==> config.mk <==
export PLATFORM = sky130hd
export DESIGN_NAME = iers_top
export DESIGN_NICKNAME = d
export VERILOG_FILES = /design/src/pkg/iers_pkg.sv /design/src/rtl/iers_power_up_timer.sv /design/src/rtl/iers_top.sv
export SDC_FILE = /design/constraint.sdc
export NUM_CORES = 1
export LEC_CHECK = 0
export ABC_CLOCK_PERIOD_IN_PS = 3100
export BUFFER_PORTS_ARGS = -buffer_cell sky130_fd_sc_hd__buf_4
export CAP_MARGIN = 10
export CORE_AREA = 10 10 115 117
export DETAILED_ROUTE_END_ITERATION = 8
export DIE_AREA = 0 0 125 127
export SLEW_MARGIN = 20
export SYNTH_ARGS = -nofsm -noshare
export SYNTH_HDL_FRONTEND = slang
export SYNTH_SLANG_ARGS = --single-unit
export TNS_END_PERCENT = 10
==> constraint.sdc <==
create_clock -name ref_clk_i -period 3.1 [get_ports ref_clk_i]
set_clock_uncertainty 0.2 [all_clocks]
set_input_delay 0.155 -clock ref_clk_i [delete_from_list [all_inputs] [get_ports ref_clk_i]]
set_output_delay 0.155 -clock ref_clk_i [all_outputs]
set_load 0.01 [all_outputs]
==> src/pkg/iers_pkg.sv <==
package iers_pkg;
    // register map
    localparam logic [3:0] ADDR_RESET_CAUSE_CONTROL = 4'h0;
    localparam logic [3:0] ADDR_MODE = 4'h1;
    localparam logic [3:0] ADDR_STAT = 4'h2;
    // reset_control fields
    localparam int BIT_PRIO = 7;
    localparam int BIT_RI = 4;
    localparam int BIT_TO = 3;
    localparam int BIT_PD = 2;
    localparam int BIT_POR = 1;
    localparam int BIT_BOR = 0;
    localparam logic [7:0] RESET_CAUSE_CONTROL_POR_VAL = 8'h1c;
    localparam logic [7:0] RESET_CAUSE_CONTROL_IMPL_MASK = 8'h9f;
    // mode register fields
    localparam int BIT_IDLE = 0;
    localparam int BIT_CSS_LO = 1;
    localparam int BIT_SOSC_EN = 3;
    localparam int BIT_WDT_EN = 4;
    localparam int BIT_FSCM_EN = 5;
    localparam int BIT_GIE = 6;
    localparam int BIT_EXTCLK = 7;
    localparam logic [1:0] CSS_PRI = 2'h0;
    localparam logic [1:0] CSS_SEC = 2'h1;
    localparam logic [1:0] CSS_PRI_B = 2'h2;
    localparam logic [1:0] CSS_RC = 2'h3;
    // timing
    localparam int CLK_HZ = 10_000_000;
    localparam int WAKE_DELAY_NS = 1000;
    localparam int WAKE_CYC = (WAKE_DELAY_NS * (CLK_HZ / 1_000_000) + 999) / 1000;
    localparam int POWER_UP_TIMER_BITS = 11;
    localparam int RST_FILT_CYC = 4;
    localparam int OST_CYC = 1024;

    typedef enum logic [5:0] {
        ST_RUN = 6'h01,
        ST_SLEEP = 6'h02,
        ST_PRIMARY_IDLE = 6'h04,
        ST_SECONDARY_IDLE = 6'h08,
        ST_INTERNAL_OSC_IDLE = 6'h10,
        ST_WAKE = 6'h20
    } iers_state_t;

    typedef struct packed {
        logic cpu_clk_en;
        logic per_clk_en;
        logic pri_osc_en;
        logic rc_osc_en;
        logic pri_running;
        logic sec_running;
        logic branch_vec;
        logic wdt_clear;
    } iers_clk_t;
endpackage

==> src/rtl/iers_power_up_timer.sv <==
`timescale 1ns/1ps
module iers_power_up_timer import iers_pkg::*; #(
    parameter int WIDTH = POWER_UP_TIMER_BITS
) (
    input wire logic ref_clk_i,
    input wire logic arst_n_i,
    input wire logic ce_i,
    input wire logic rc_tick_i,
    input wire logic restart_i,
    input wire logic hold_i,
    output logic busy_o
);
    initial begin
        if (WIDTH < 2 || WIDTH > 16) $error("iers_power_up_timer width unsupported");
    end

    logic [WIDTH-1:0] cnt_r;
    logic run_r;

    // counter restarts on brown-out and waits for supply recovery
    always_ff @(posedge ref_clk_i or negedge arst_n_i) begin
        if (!arst_n_i) begin
            cnt_r <= '0;
            run_r <= 1'b1;
        end else if (ce_i) begin
            if (restart_i || hold_i) begin
                cnt_r <= '0;
                run_r <= 1'b1;
            end else if (run_r && rc_tick_i) begin
                cnt_r <= cnt_r + 1'b1;
                if (&cnt_r) run_r <= 1'b0;
            end
        end
    end

    assign busy_o = run_r;
endmodule // iers_power_up_timer

==> src/rtl/iers_top.sv <==
`timescale 1ns/1ps
module iers_top import iers_pkg::*; #(
    parameter int WAKE_CYCLES = WAKE_CYC,
    parameter int OST_CYCLES = OST_CYC,
    parameter int FILT_CYCLES = RST_FILT_CYC
) (
    input wire logic ref_clk_i,
    input wire logic arst_n_i,
    input wire logic ce_i,
    input wire logic [3:0] addr_i,
    input wire logic [7:0] wdata_i,
    input wire logic wr_i,
    input wire logic rd_i,
    output logic [7:0] rdata_o,
    input wire logic sleep_instr_i,
    input wire logic wdt_clear_instr_i,
    input wire logic reset_instr_i,
    input wire logic irq_flag_i,
    input wire logic irq_enable_i,
    input wire logic wdt_timeout_i,
    input wire logic clk_loss_i,
    input wire logic sosc_ready_i,
    input wire logic pri_ready_i,
    input wire logic rc_tick_i,
    input wire logic brownout_i,
    input wire logic regulator_en_i,
    input wire logic ext_reset_n_i,
    output logic ext_reset_n_o,
    output logic ext_reset_oe_n_o,
    output logic dev_reset_o,
    output logic clk_use_rc_o,
    output iers_clk_t clk_o
);
    // ****************************************************************
    // parameter checks
    // ****************************************************************
    initial begin
        if (WAKE_CYCLES < 1 || WAKE_CYCLES > 255) $error("wake delay out of range");
        if (OST_CYCLES < 1 || OST_CYCLES > 4095) $error("start-up count out of range");
        if (FILT_CYCLES < 1 || FILT_CYCLES > 15) $error("filter count out of range");
    end

    // ****************************************************************
    // pin synchronisers
    // ****************************************************************
    logic [1:0] external_reset_pin_s_r, bor_s_r, sosc_s_r, pri_s_r, tick_s_r, loss_s_r;
    logic external_reset_pin_q, bor_q, sosc_q, pri_q, tick_q, tick_d_r, loss_q;

    always_ff @(posedge ref_clk_i or negedge arst_n_i) begin
        if (!arst_n_i) begin
            external_reset_pin_s_r <= 2'h3;
            bor_s_r <= 2'h0;
            sosc_s_r <= 2'h0;
            pri_s_r <= 2'h0;
            tick_s_r <= 2'h0;
            loss_s_r <= 2'h0;
            tick_d_r <= 1'b0;
        end else if (ce_i) begin
            external_reset_pin_s_r <= {external_reset_pin_s_r[0], ext_reset_n_i};
            bor_s_r <= {bor_s_r[0], brownout_i};
            sosc_s_r <= {sosc_s_r[0], sosc_ready_i};
            pri_s_r <= {pri_s_r[0], pri_ready_i};
            tick_s_r <= {tick_s_r[0], rc_tick_i};
            loss_s_r <= {loss_s_r[0], clk_loss_i};
            tick_d_r <= tick_s_r[1];
        end
    end
    assign external_reset_pin_q = external_reset_pin_s_r[1];
    assign bor_q = bor_s_r[1];
    assign sosc_q = sosc_s_r[1];
    assign pri_q = pri_s_r[1];
    assign tick_q = tick_s_r[1] & ~tick_d_r;
    assign loss_q = loss_s_r[1];

    // ****************************************************************
    // external reset filter
    // ****************************************************************
    logic [3:0] filt_cnt_r;
    logic external_reset_pin_rst_r;

    always_ff @(posedge ref_clk_i or negedge arst_n_i) begin
        if (!arst_n_i) begin
            filt_cnt_r <= 4'h0;
            external_reset_pin_rst_r <= 1'b0;
        end else if (ce_i) begin
            if (external_reset_pin_q) begin
                filt_cnt_r <= 4'h0;
                external_reset_pin_rst_r <= 1'b0;
            end else if (filt_cnt_r == 4'(FILT_CYCLES)) begin
                external_reset_pin_rst_r <= 1'b1;
            end else begin
                filt_cnt_r <= filt_cnt_r + 4'h1;
            end
        end
    end
    // pin is input only: never driven low
    assign ext_reset_n_o = 1'b1;
    assign ext_reset_oe_n_o = 1'b1;

    // ****************************************************************
    // power-up timer and reset generation
    // ****************************************************************
    logic power_up_timer_busy, bor_rise, bor_d_r, por_done_r;
    logic wdt_rst, rst_any, rst_any_d_r;

    always_ff @(posedge ref_clk_i or negedge arst_n_i) begin
        if (!arst_n_i) begin
            bor_d_r <= 1'b0;
            por_done_r <= 1'b0;
            rst_any_d_r <= 1'b1;
        end else if (ce_i) begin
            bor_d_r <= bor_q;
            if (!power_up_timer_busy) por_done_r <= 1'b1;
            rst_any_d_r <= rst_any;
        end
    end
    assign bor_rise = bor_q & ~bor_d_r & regulator_en_i;

    iers_power_up_timer #(.WIDTH(POWER_UP_TIMER_BITS)) u_power_up_timer (
        .ref_clk_i(ref_clk_i),
        .arst_n_i(arst_n_i),
        .ce_i(ce_i),
        .rc_tick_i(tick_q),
        .restart_i(bor_rise),
        .hold_i(bor_q & regulator_en_i),
        .busy_o(power_up_timer_busy)
    );

    // ****************************************************************
    // power-managed mode machine
    // ****************************************************************
    iers_state_t state_r, state_nxt;
    logic [7:0] mode_r, reset_cause_control_r;
    logic [7:0] wake_cnt_r;
    logic [11:0] ost_cnt_r;
    logic irq_wake_r, irq_wake, wake_ev, asleep, sleep_ok, need_ost;
    logic [1:0] css;

    assign css = mode_r[BIT_CSS_LO+1:BIT_CSS_LO];
    assign asleep = (state_r != ST_RUN) && (state_r != ST_WAKE);
    assign irq_wake = irq_flag_i & irq_enable_i;
    assign wdt_rst = wdt_timeout_i & ~asleep & por_done_r;
    assign rst_any = power_up_timer_busy | external_reset_pin_rst_r | reset_instr_i | wdt_rst;
    assign dev_reset_o = rst_any;
    assign wake_ev = asleep & (irq_wake | wdt_timeout_i);
    // secondary idle needs its oscillator enabled
    assign sleep_ok = !(mode_r[BIT_IDLE] && css == CSS_SEC && !mode_r[BIT_SOSC_EN]);
    assign need_ost = (state_r == ST_SLEEP) && !mode_r[BIT_EXTCLK];

    always_comb begin
        state_nxt = state_r;
        case (state_r)
            ST_RUN: begin
                if (sleep_instr_i && sleep_ok) begin
                    if (!mode_r[BIT_IDLE]) state_nxt = ST_SLEEP;
                    else if (css == CSS_SEC) state_nxt = ST_SECONDARY_IDLE;
                    else if (css == CSS_PRI) state_nxt = ST_INTERNAL_OSC_IDLE;
                    else if (css == CSS_RC) state_nxt = ST_INTERNAL_OSC_IDLE;
                    else state_nxt = ST_PRIMARY_IDLE;
                end
            end
            ST_SLEEP, ST_PRIMARY_IDLE, ST_SECONDARY_IDLE, ST_INTERNAL_OSC_IDLE: begin
                if (wake_ev) state_nxt = ST_WAKE;
            end
            ST_WAKE: begin
                if (wake_cnt_r == 8'h0 && ost_cnt_r == 12'h0) state_nxt = ST_RUN;
            end
            default: state_nxt = ST_RUN;
        endcase
    end

    always_ff @(posedge ref_clk_i or negedge arst_n_i) begin
        if (!arst_n_i) begin
            state_r <= ST_RUN;
        end else if (ce_i) begin
            if (rst_any) state_r <= ST_RUN;
            else state_r <= state_nxt;
        end
    end

    // wake delay and start-up timer, loaded on the wake event
    always_ff @(posedge ref_clk_i or negedge arst_n_i) begin
        if (!arst_n_i) begin
            wake_cnt_r <= 8'h0;
            ost_cnt_r <= 12'h0;
            irq_wake_r <= 1'b0;
        end else if (ce_i) begin
            if (asleep && wake_ev) begin
                wake_cnt_r <= 8'(WAKE_CYCLES - 1);
                ost_cnt_r <= need_ost ? 12'(OST_CYCLES) : 12'h0;
                irq_wake_r <= irq_wake;
            end else if (state_r == ST_WAKE) begin
                if (wake_cnt_r != 8'h0) wake_cnt_r <= wake_cnt_r - 8'h1;
                if (ost_cnt_r != 12'h0 && pri_q) ost_cnt_r <= ost_cnt_r - 12'h1;
            end
        end
    end

    // ****************************************************************
    // clock source control
    // ****************************************************************
    logic exit_by_rst_r, pri_run_r, sec_run_r, rc_run_r;

    always_ff @(posedge ref_clk_i or negedge arst_n_i) begin
        if (!arst_n_i) begin
            exit_by_rst_r <= 1'b1;
            pri_run_r <= 1'b0;
            sec_run_r <= 1'b0;
            rc_run_r <= 1'b0;
        end else if (ce_i) begin
            if (rst_any && (asleep || !por_done_r)) exit_by_rst_r <= 1'b1;
            else if (sleep_instr_i || wr_i) exit_by_rst_r <= 1'b0;
            if (state_nxt == ST_SECONDARY_IDLE && state_r == ST_RUN) begin
                pri_run_r <= 1'b0;
                sec_run_r <= 1'b1;
                rc_run_r <= 1'b0;
            end else if (state_nxt == ST_INTERNAL_OSC_IDLE && state_r == ST_RUN) begin
                pri_run_r <= 1'b0;
                rc_run_r <= 1'b1;
            end else if (state_nxt == ST_SLEEP && state_r == ST_RUN) begin
                pri_run_r <= 1'b0;
                sec_run_r <= 1'b0;
                rc_run_r <= 1'b0;
            end else if (state_r == ST_RUN && !exit_by_rst_r && css[1] == css[0]) begin
                pri_run_r <= (css == CSS_PRI) ? pri_q : 1'b0;
            end else if (state_r == ST_RUN && css == CSS_PRI_B) begin
                pri_run_r <= pri_q;
                rc_run_r <= 1'b0;
            end
        end
    end
    assign clk_use_rc_o = exit_by_rst_r;

    always_ff @(posedge ref_clk_i or negedge arst_n_i) begin
        if (!arst_n_i) begin
            clk_o <= '0;
        end else if (ce_i) begin
            clk_o.cpu_clk_en <= !asleep && state_r != ST_WAKE && !rst_any;
            clk_o.per_clk_en <= (state_r == ST_SECONDARY_IDLE) ? sosc_q : (state_r != ST_SLEEP);
            clk_o.pri_osc_en <= state_r == ST_PRIMARY_IDLE || (state_r == ST_RUN && css == CSS_PRI_B)
                || (state_r == ST_WAKE && need_ost);
            clk_o.rc_osc_en <= mode_r[BIT_WDT_EN] | mode_r[BIT_FSCM_EN]
                | (state_r == ST_INTERNAL_OSC_IDLE) | rc_run_r | exit_by_rst_r;
            clk_o.pri_running <= pri_run_r;
            clk_o.sec_running <= sec_run_r;
            clk_o.branch_vec <= (state_r == ST_WAKE) && (state_nxt == ST_RUN)
                && irq_wake_r && mode_r[BIT_GIE];
            clk_o.wdt_clear <= sleep_instr_i | wdt_clear_instr_i
                | (loss_q & mode_r[BIT_FSCM_EN]);
        end
    end

    // ****************************************************************
    // registers
    // ****************************************************************
    logic por_flag;
    assign por_flag = !por_done_r;

    always_ff @(posedge ref_clk_i or negedge arst_n_i) begin
        if (!arst_n_i) begin
            mode_r <= 8'h0;
        end else if (ce_i) begin
            if (wr_i && addr_i == ADDR_MODE) mode_r <= wdata_i;
        end
    end

    // hardware events win over software writes
    always_ff @(posedge ref_clk_i or negedge arst_n_i) begin
        if (!arst_n_i) begin
            reset_cause_control_r <= RESET_CAUSE_CONTROL_POR_VAL;
        end else if (ce_i) begin
            if (wr_i && addr_i == ADDR_RESET_CAUSE_CONTROL) begin
                reset_cause_control_r[BIT_PRIO] <= wdata_i[BIT_PRIO];
                reset_cause_control_r[BIT_RI] <= wdata_i[BIT_RI];
                reset_cause_control_r[BIT_POR] <= wdata_i[BIT_POR];
                reset_cause_control_r[BIT_BOR] <= wdata_i[BIT_BOR];
            end
            if (reset_instr_i) reset_cause_control_r[BIT_RI] <= 1'b0;
            if (sleep_instr_i || wdt_clear_instr_i) reset_cause_control_r[BIT_TO] <= 1'b1;
            if (wdt_timeout_i && por_done_r) reset_cause_control_r[BIT_TO] <= 1'b0;
            if (wdt_clear_instr_i) reset_cause_control_r[BIT_PD] <= 1'b1;
            if (sleep_instr_i || (wake_ev && wdt_timeout_i)) reset_cause_control_r[BIT_PD] <= 1'b0;
            if (external_reset_pin_rst_r && asleep) reset_cause_control_r[BIT_PD] <= 1'b0;
            if (external_reset_pin_rst_r && state_r == ST_RUN && css != CSS_PRI) reset_cause_control_r[BIT_TO] <= 1'b1;
            if (por_flag) reset_cause_control_r[BIT_POR] <= 1'b0;
            if (bor_rise || por_flag) begin
                reset_cause_control_r[BIT_BOR] <= 1'b0;
                reset_cause_control_r[BIT_RI] <= 1'b1;
                reset_cause_control_r[BIT_TO] <= 1'b1;
                reset_cause_control_r[BIT_PD] <= 1'b1;
            end
        end
    end

    always_ff @(posedge ref_clk_i or negedge arst_n_i) begin
        if (!arst_n_i) begin
            rdata_o <= 8'h0;
        end else if (ce_i) begin
            rdata_o <= 8'h0;
            if (rd_i) begin
                case (addr_i)
                    ADDR_RESET_CAUSE_CONTROL: rdata_o <= (reset_cause_control_r & RESET_CAUSE_CONTROL_IMPL_MASK)
                        & {7'h7f, regulator_en_i};
                    ADDR_MODE: rdata_o <= mode_r;
                    ADDR_STAT: rdata_o <= {2'h0, state_r};
                    default: rdata_o <= 8'h0;
                endcase
            end
        end
    end

    // ****************************************************************
    // assertions
    // ****************************************************************
    sec_entry_a: assert property (@(posedge ref_clk_i) disable iff (!arst_n_i)
        ce_i && state_r == ST_RUN && !rst_any && sleep_instr_i && mode_r[BIT_IDLE]
        && css == CSS_SEC && mode_r[BIT_SOSC_EN] |=> state_r == ST_SECONDARY_IDLE)
        else $error("secondary idle not entered");
    sleep_ignored_a: assert property (@(posedge ref_clk_i) disable iff (!arst_n_i)
        ce_i && state_r == ST_RUN && !rst_any && sleep_instr_i && mode_r[BIT_IDLE]
        && css == CSS_SEC && !mode_r[BIT_SOSC_EN] |=> state_r == ST_RUN)
        else $error("sleep not ignored");
    rc_entry_a: assert property (@(posedge ref_clk_i) disable iff (!arst_n_i)
        ce_i && state_r == ST_RUN && !rst_any && sleep_instr_i && mode_r[BIT_IDLE]
        && css == CSS_PRI |=> state_r == ST_INTERNAL_OSC_IDLE)
        else $error("internal_osc_idle not entered");
    rc_osc_on_a: assert property (@(posedge ref_clk_i) disable iff (!arst_n_i)
        ce_i && mode_r[BIT_WDT_EN] |=> clk_o.rc_osc_en)
        else $error("rc oscillator stopped");
    wake_start_a: assert property (@(posedge ref_clk_i) disable iff (!arst_n_i)
        ce_i && asleep && irq_wake && !rst_any |=> state_r == ST_WAKE)
        else $error("interrupt did not start exit");
    wake_delay_a: assert property (@(posedge ref_clk_i) disable iff (!arst_n_i)
        ce_i && $rose(state_r == ST_WAKE) |-> !clk_o.cpu_clk_en)
        else $error("cpu clocked during wake delay");
    wdt_reset_a: assert property (@(posedge ref_clk_i) disable iff (!arst_n_i)
        state_r == ST_RUN && wdt_timeout_i && por_done_r |-> dev_reset_o)
        else $error("watchdog reset missing");
    ri_clear_a: assert property (@(posedge ref_clk_i) disable iff (!arst_n_i)
        ce_i && reset_instr_i && !bor_rise && !por_flag |=> !reset_cause_control_r[BIT_RI])
        else $error("reset instruction flag not cleared");
    pd_sleep_a: assert property (@(posedge ref_clk_i) disable iff (!arst_n_i)
        ce_i && sleep_instr_i && !bor_rise && !por_flag |=> !reset_cause_control_r[BIT_PD])
        else $error("powerdown flag not cleared");
    pin_free_a: assert property (@(posedge ref_clk_i) disable iff (!arst_n_i)
        ext_reset_oe_n_o && ext_reset_n_o)
        else $error("reset pin driven");
endmodule // iers_top

==> flow_summary.toml <==
[sta]
slew_violations = 0
hold_violations = 0
setup_slack_ps = 569
rsz0062_at_grt = "no"
max_slew.worst_pin.slew_ps = 747
finalCriticalPeriod_ps = 2530
setup_viol = 0
period_share_pct = 81.6
max_freq_mhz = 395
setup_tns_ps = 0
relSlewSlack_pct = 50.2

[critical_path]
cpLargestDelayFamily = "simple AND/OR/NAND/NOR gates"
setup.worst_path.end_class = "flop"
cp.required_ps = 3130
critPathMaxFanout = 11
critical_path_arrival_ps = 2570
crit_buf_inv = 0
start_kind = "flop"
cp_cell_sequence = "nor3_4 -> and3_1 -> and4_1 -> nand2_1 -> nor4_2 -> a21oi_1 -> o21a_1"
reg2reg_depth = 7
cp.depth = 7
worst-setup-path-type = "flop to flop"
slowest_stage = "dfrtp_1"
max_stage_delay_ps = 510

[drt]
routed_wl_mm = 11.9
drtIter0Drc = 410
avgRoutedWirePerCell_um = 17.1
vias = 3841
drc = 0
drtPass1Iterations = 7
vias_per_cell = 5.50
ant_nets = 0

[floorplanning]
die-width_um = 125
core-area_sq_um = 11100
fp.dieArea_sq_um = 15900
die_height_um = 127
start_util_pct = 43.7
num_rows = 39
ios = 50

[yosys]
ys_seq_area_share_pct = 48.0
synth.lib_cells_used.distinct = 66
synth_area_leaders = "dfrtp_1 (44%), mux2_2 (5.3%), dfstp_2 (4.3%)"
avgSynthCellArea_sq_um = 10.0
synth_xor_xnor_area_share_pct = 4.32
synth.area.mux_share_pct = 6.56
synth_common_cells = "dfrtp_1 (85), nor2_1 (54), nand2_1 (45)"
yosysMostFrequentCell = "dfrtp_1"
synth_area_leader_cell = "dfrtp_1"
synthSimpleGateAreaFrac_pct = 19.2
synth_top_area_share_pct = 43.7
synth_edf_count = 0
synth_top_family_by_area = "simple AND/OR/NAND/NOR gates"
synth_seq_cells = 93
synthAdderAreaFrac_pct = 2.31
synth_compound_area_share_pct = 14.5
synthFlopType = "dfrtp_1"
synthCells = 485
synthArstFlopShare_pct = 100
yosys_warnings = 0
syn_area_sq_um = 4870

[global_route]
grt_use_total_pct = 15.0
grt_max_degree = 58
antenna_found_initial = 1
grt_pass1_wl_mm = 19.8
grt_pass1_vias = 3933
grt_overflow = 0

[placement]
gp_congestion = 0.888
dpl_worst_slack_ps = 607
port_buffers = 47
dp_hpwl_mm = 8.37

[clock_tree]
cts_hold_buf = 25
clk_path_buf_depth = 2
htreeDepth = 3
clock_sinks = 93
cts_buffers = 9
cts_resized = 0
clock_latency_ps = 340
cts_tree = "built"
clockRootBuffer = "clkbuf_16"
clk_pin_slew_ps = 60
cts_setup_buffers = 0

[power_and_ir_drop]
leakage_nw = 2.59
p_per_area_nw_per_um2 = 601
pwr-share-clk_pct = 34.4
swShare_pct = 29.4
switchingPower_mw = 1.03
ir_drop_mv = 0.313
power_mw = 3.52
p_int_mw = 2.49
combPwrFrac_pct = 20.6
seq_power_share_pct = 45.0

[final_layout]
final_layout_size_suffix_gt1_share_pct = 21.4
fin_nets = 589
area_growth_pct = 20.4
utilization_pct = 52.7
nFillCells = 1005
diodes = 0

[status]
outcome = "finished clean"

[min_path]
hold_path_depth = 4
hold_path_class = "input port to flop"

[job]
maxCapViolCount = 0
-- worst reg2reg max path, stage by stage, from the launching register on --
cell	delay, ps
dfrtp_1	510
nor3_4	320
and3_1	330
and4_1	460
nand2_1	180
nor4_2	210
a21oi_1	110
o21a_1	100
-- power groups by stage --
stage	Clock, mW	Sequential (mW)	Combinational [mW]
global route	1.29	1.61	0.822
global placement	0	1.60	0.676
CTS	1.24	1.59	0.729
floorplan	0	1.56	0.493
detailed placement	0	1.61	0.694
finish	1.21	1.59	0.724
-- flip-flops by register name (all words and copies together) (netlist names), 2 cells and up --
signal / flops
reset_cause_control_r: 6
pri_s_r: 2
bor_s_r: 2
sosc_s_r: 2
rdata_o: 8
wake_cnt_r: 8
filt_cnt_r: 4
mode_r: 8
ost_cnt_r: 12
loss_s_r: 2
clk_o: 8
external_reset_pin_s_r: 2
state_r: 6
u_power_up_timer.cnt_r: 11
tick_s_r: 2
-- metrics by stage --
step	cells	cell area (sq um)	hold slack, ps
CTS	698	5860	19.2
detailed placement	657	5280	76.3
global route	698	5860	74.3
global placement	657	5280	75.0
finish	698	5860	39.6
floorplan	486	4870	-341
-- layer usage --
layer / vias to the layer above / global-route usage [%] / part of all wire, %
li1: 1850 / - / -
met3: 16 / 2.89 / 4.5
met4: 0 / 4.61 / 1.6
met5: - / 0 / 0
met1: 1882 / 18.4 / 44
met2: 93 / 26.0 / 50
-- cells by family (layout without fill, tap and decap cells) --
logic type      Yosys count  in the layout
buf+inv                  45            114
mux                      29             29
other cells               1              2
simple gates            179            179
fa+ha+maj                 9              9
flops                    93             93
compound gates          105            105
xor+xnor                 24             24
-- final timing paths --
path	startpoint	slack (ps)	end
max in group asynchronous	arst_n_i	1640	state_r[0]
min in group asynchronous	arst_n_i	210	clk_o[5]
max reg2reg	state_r[1]	570	ost_cnt_r[10]
min reg2reg	irq_wake_r	280	irq_wake_r
min	addr_i[1]	40	rdata_o[4]
max	state_r[1]	570	ost_cnt_r[10]
-- layout make-up --
| class | instances | area [sq um] | share of cell area [%] |
|---|---|---|---|
| Tap cell | 143 | 179 | 3.05 |
| Inverter | 19 | 71.3 | 1.22 |
| Sequential cell | 93 | 2340 | 39.9 |
| Timing Repair Buffer | 79 | 656 | 11.2 |
| Multi-Input combinational cell | 348 | 2290 | 39.1 |
| Clock buffer | 11 | 243 | 4.14 |
| Clock inverter | 5 | 82.6 | 1.41 |
-- cells in the final DEF (no fill, tap or decap), drive strengths merged, types with 9 or more instances in the layout --
cell / instances
buf: 54
dfrtp: 85
o2bb2ai: 13
nand2: 45
nand3: 16
a21oi: 23
xor2: 17
ha: 9
nor3: 15
a31oi: 11
nor2: 55
clkbuf: 11
dlygate4sd3: 25
o21ai: 25
mux2: 23
inv: 20
and3: 10
Power figures use the tool's default switching activity.
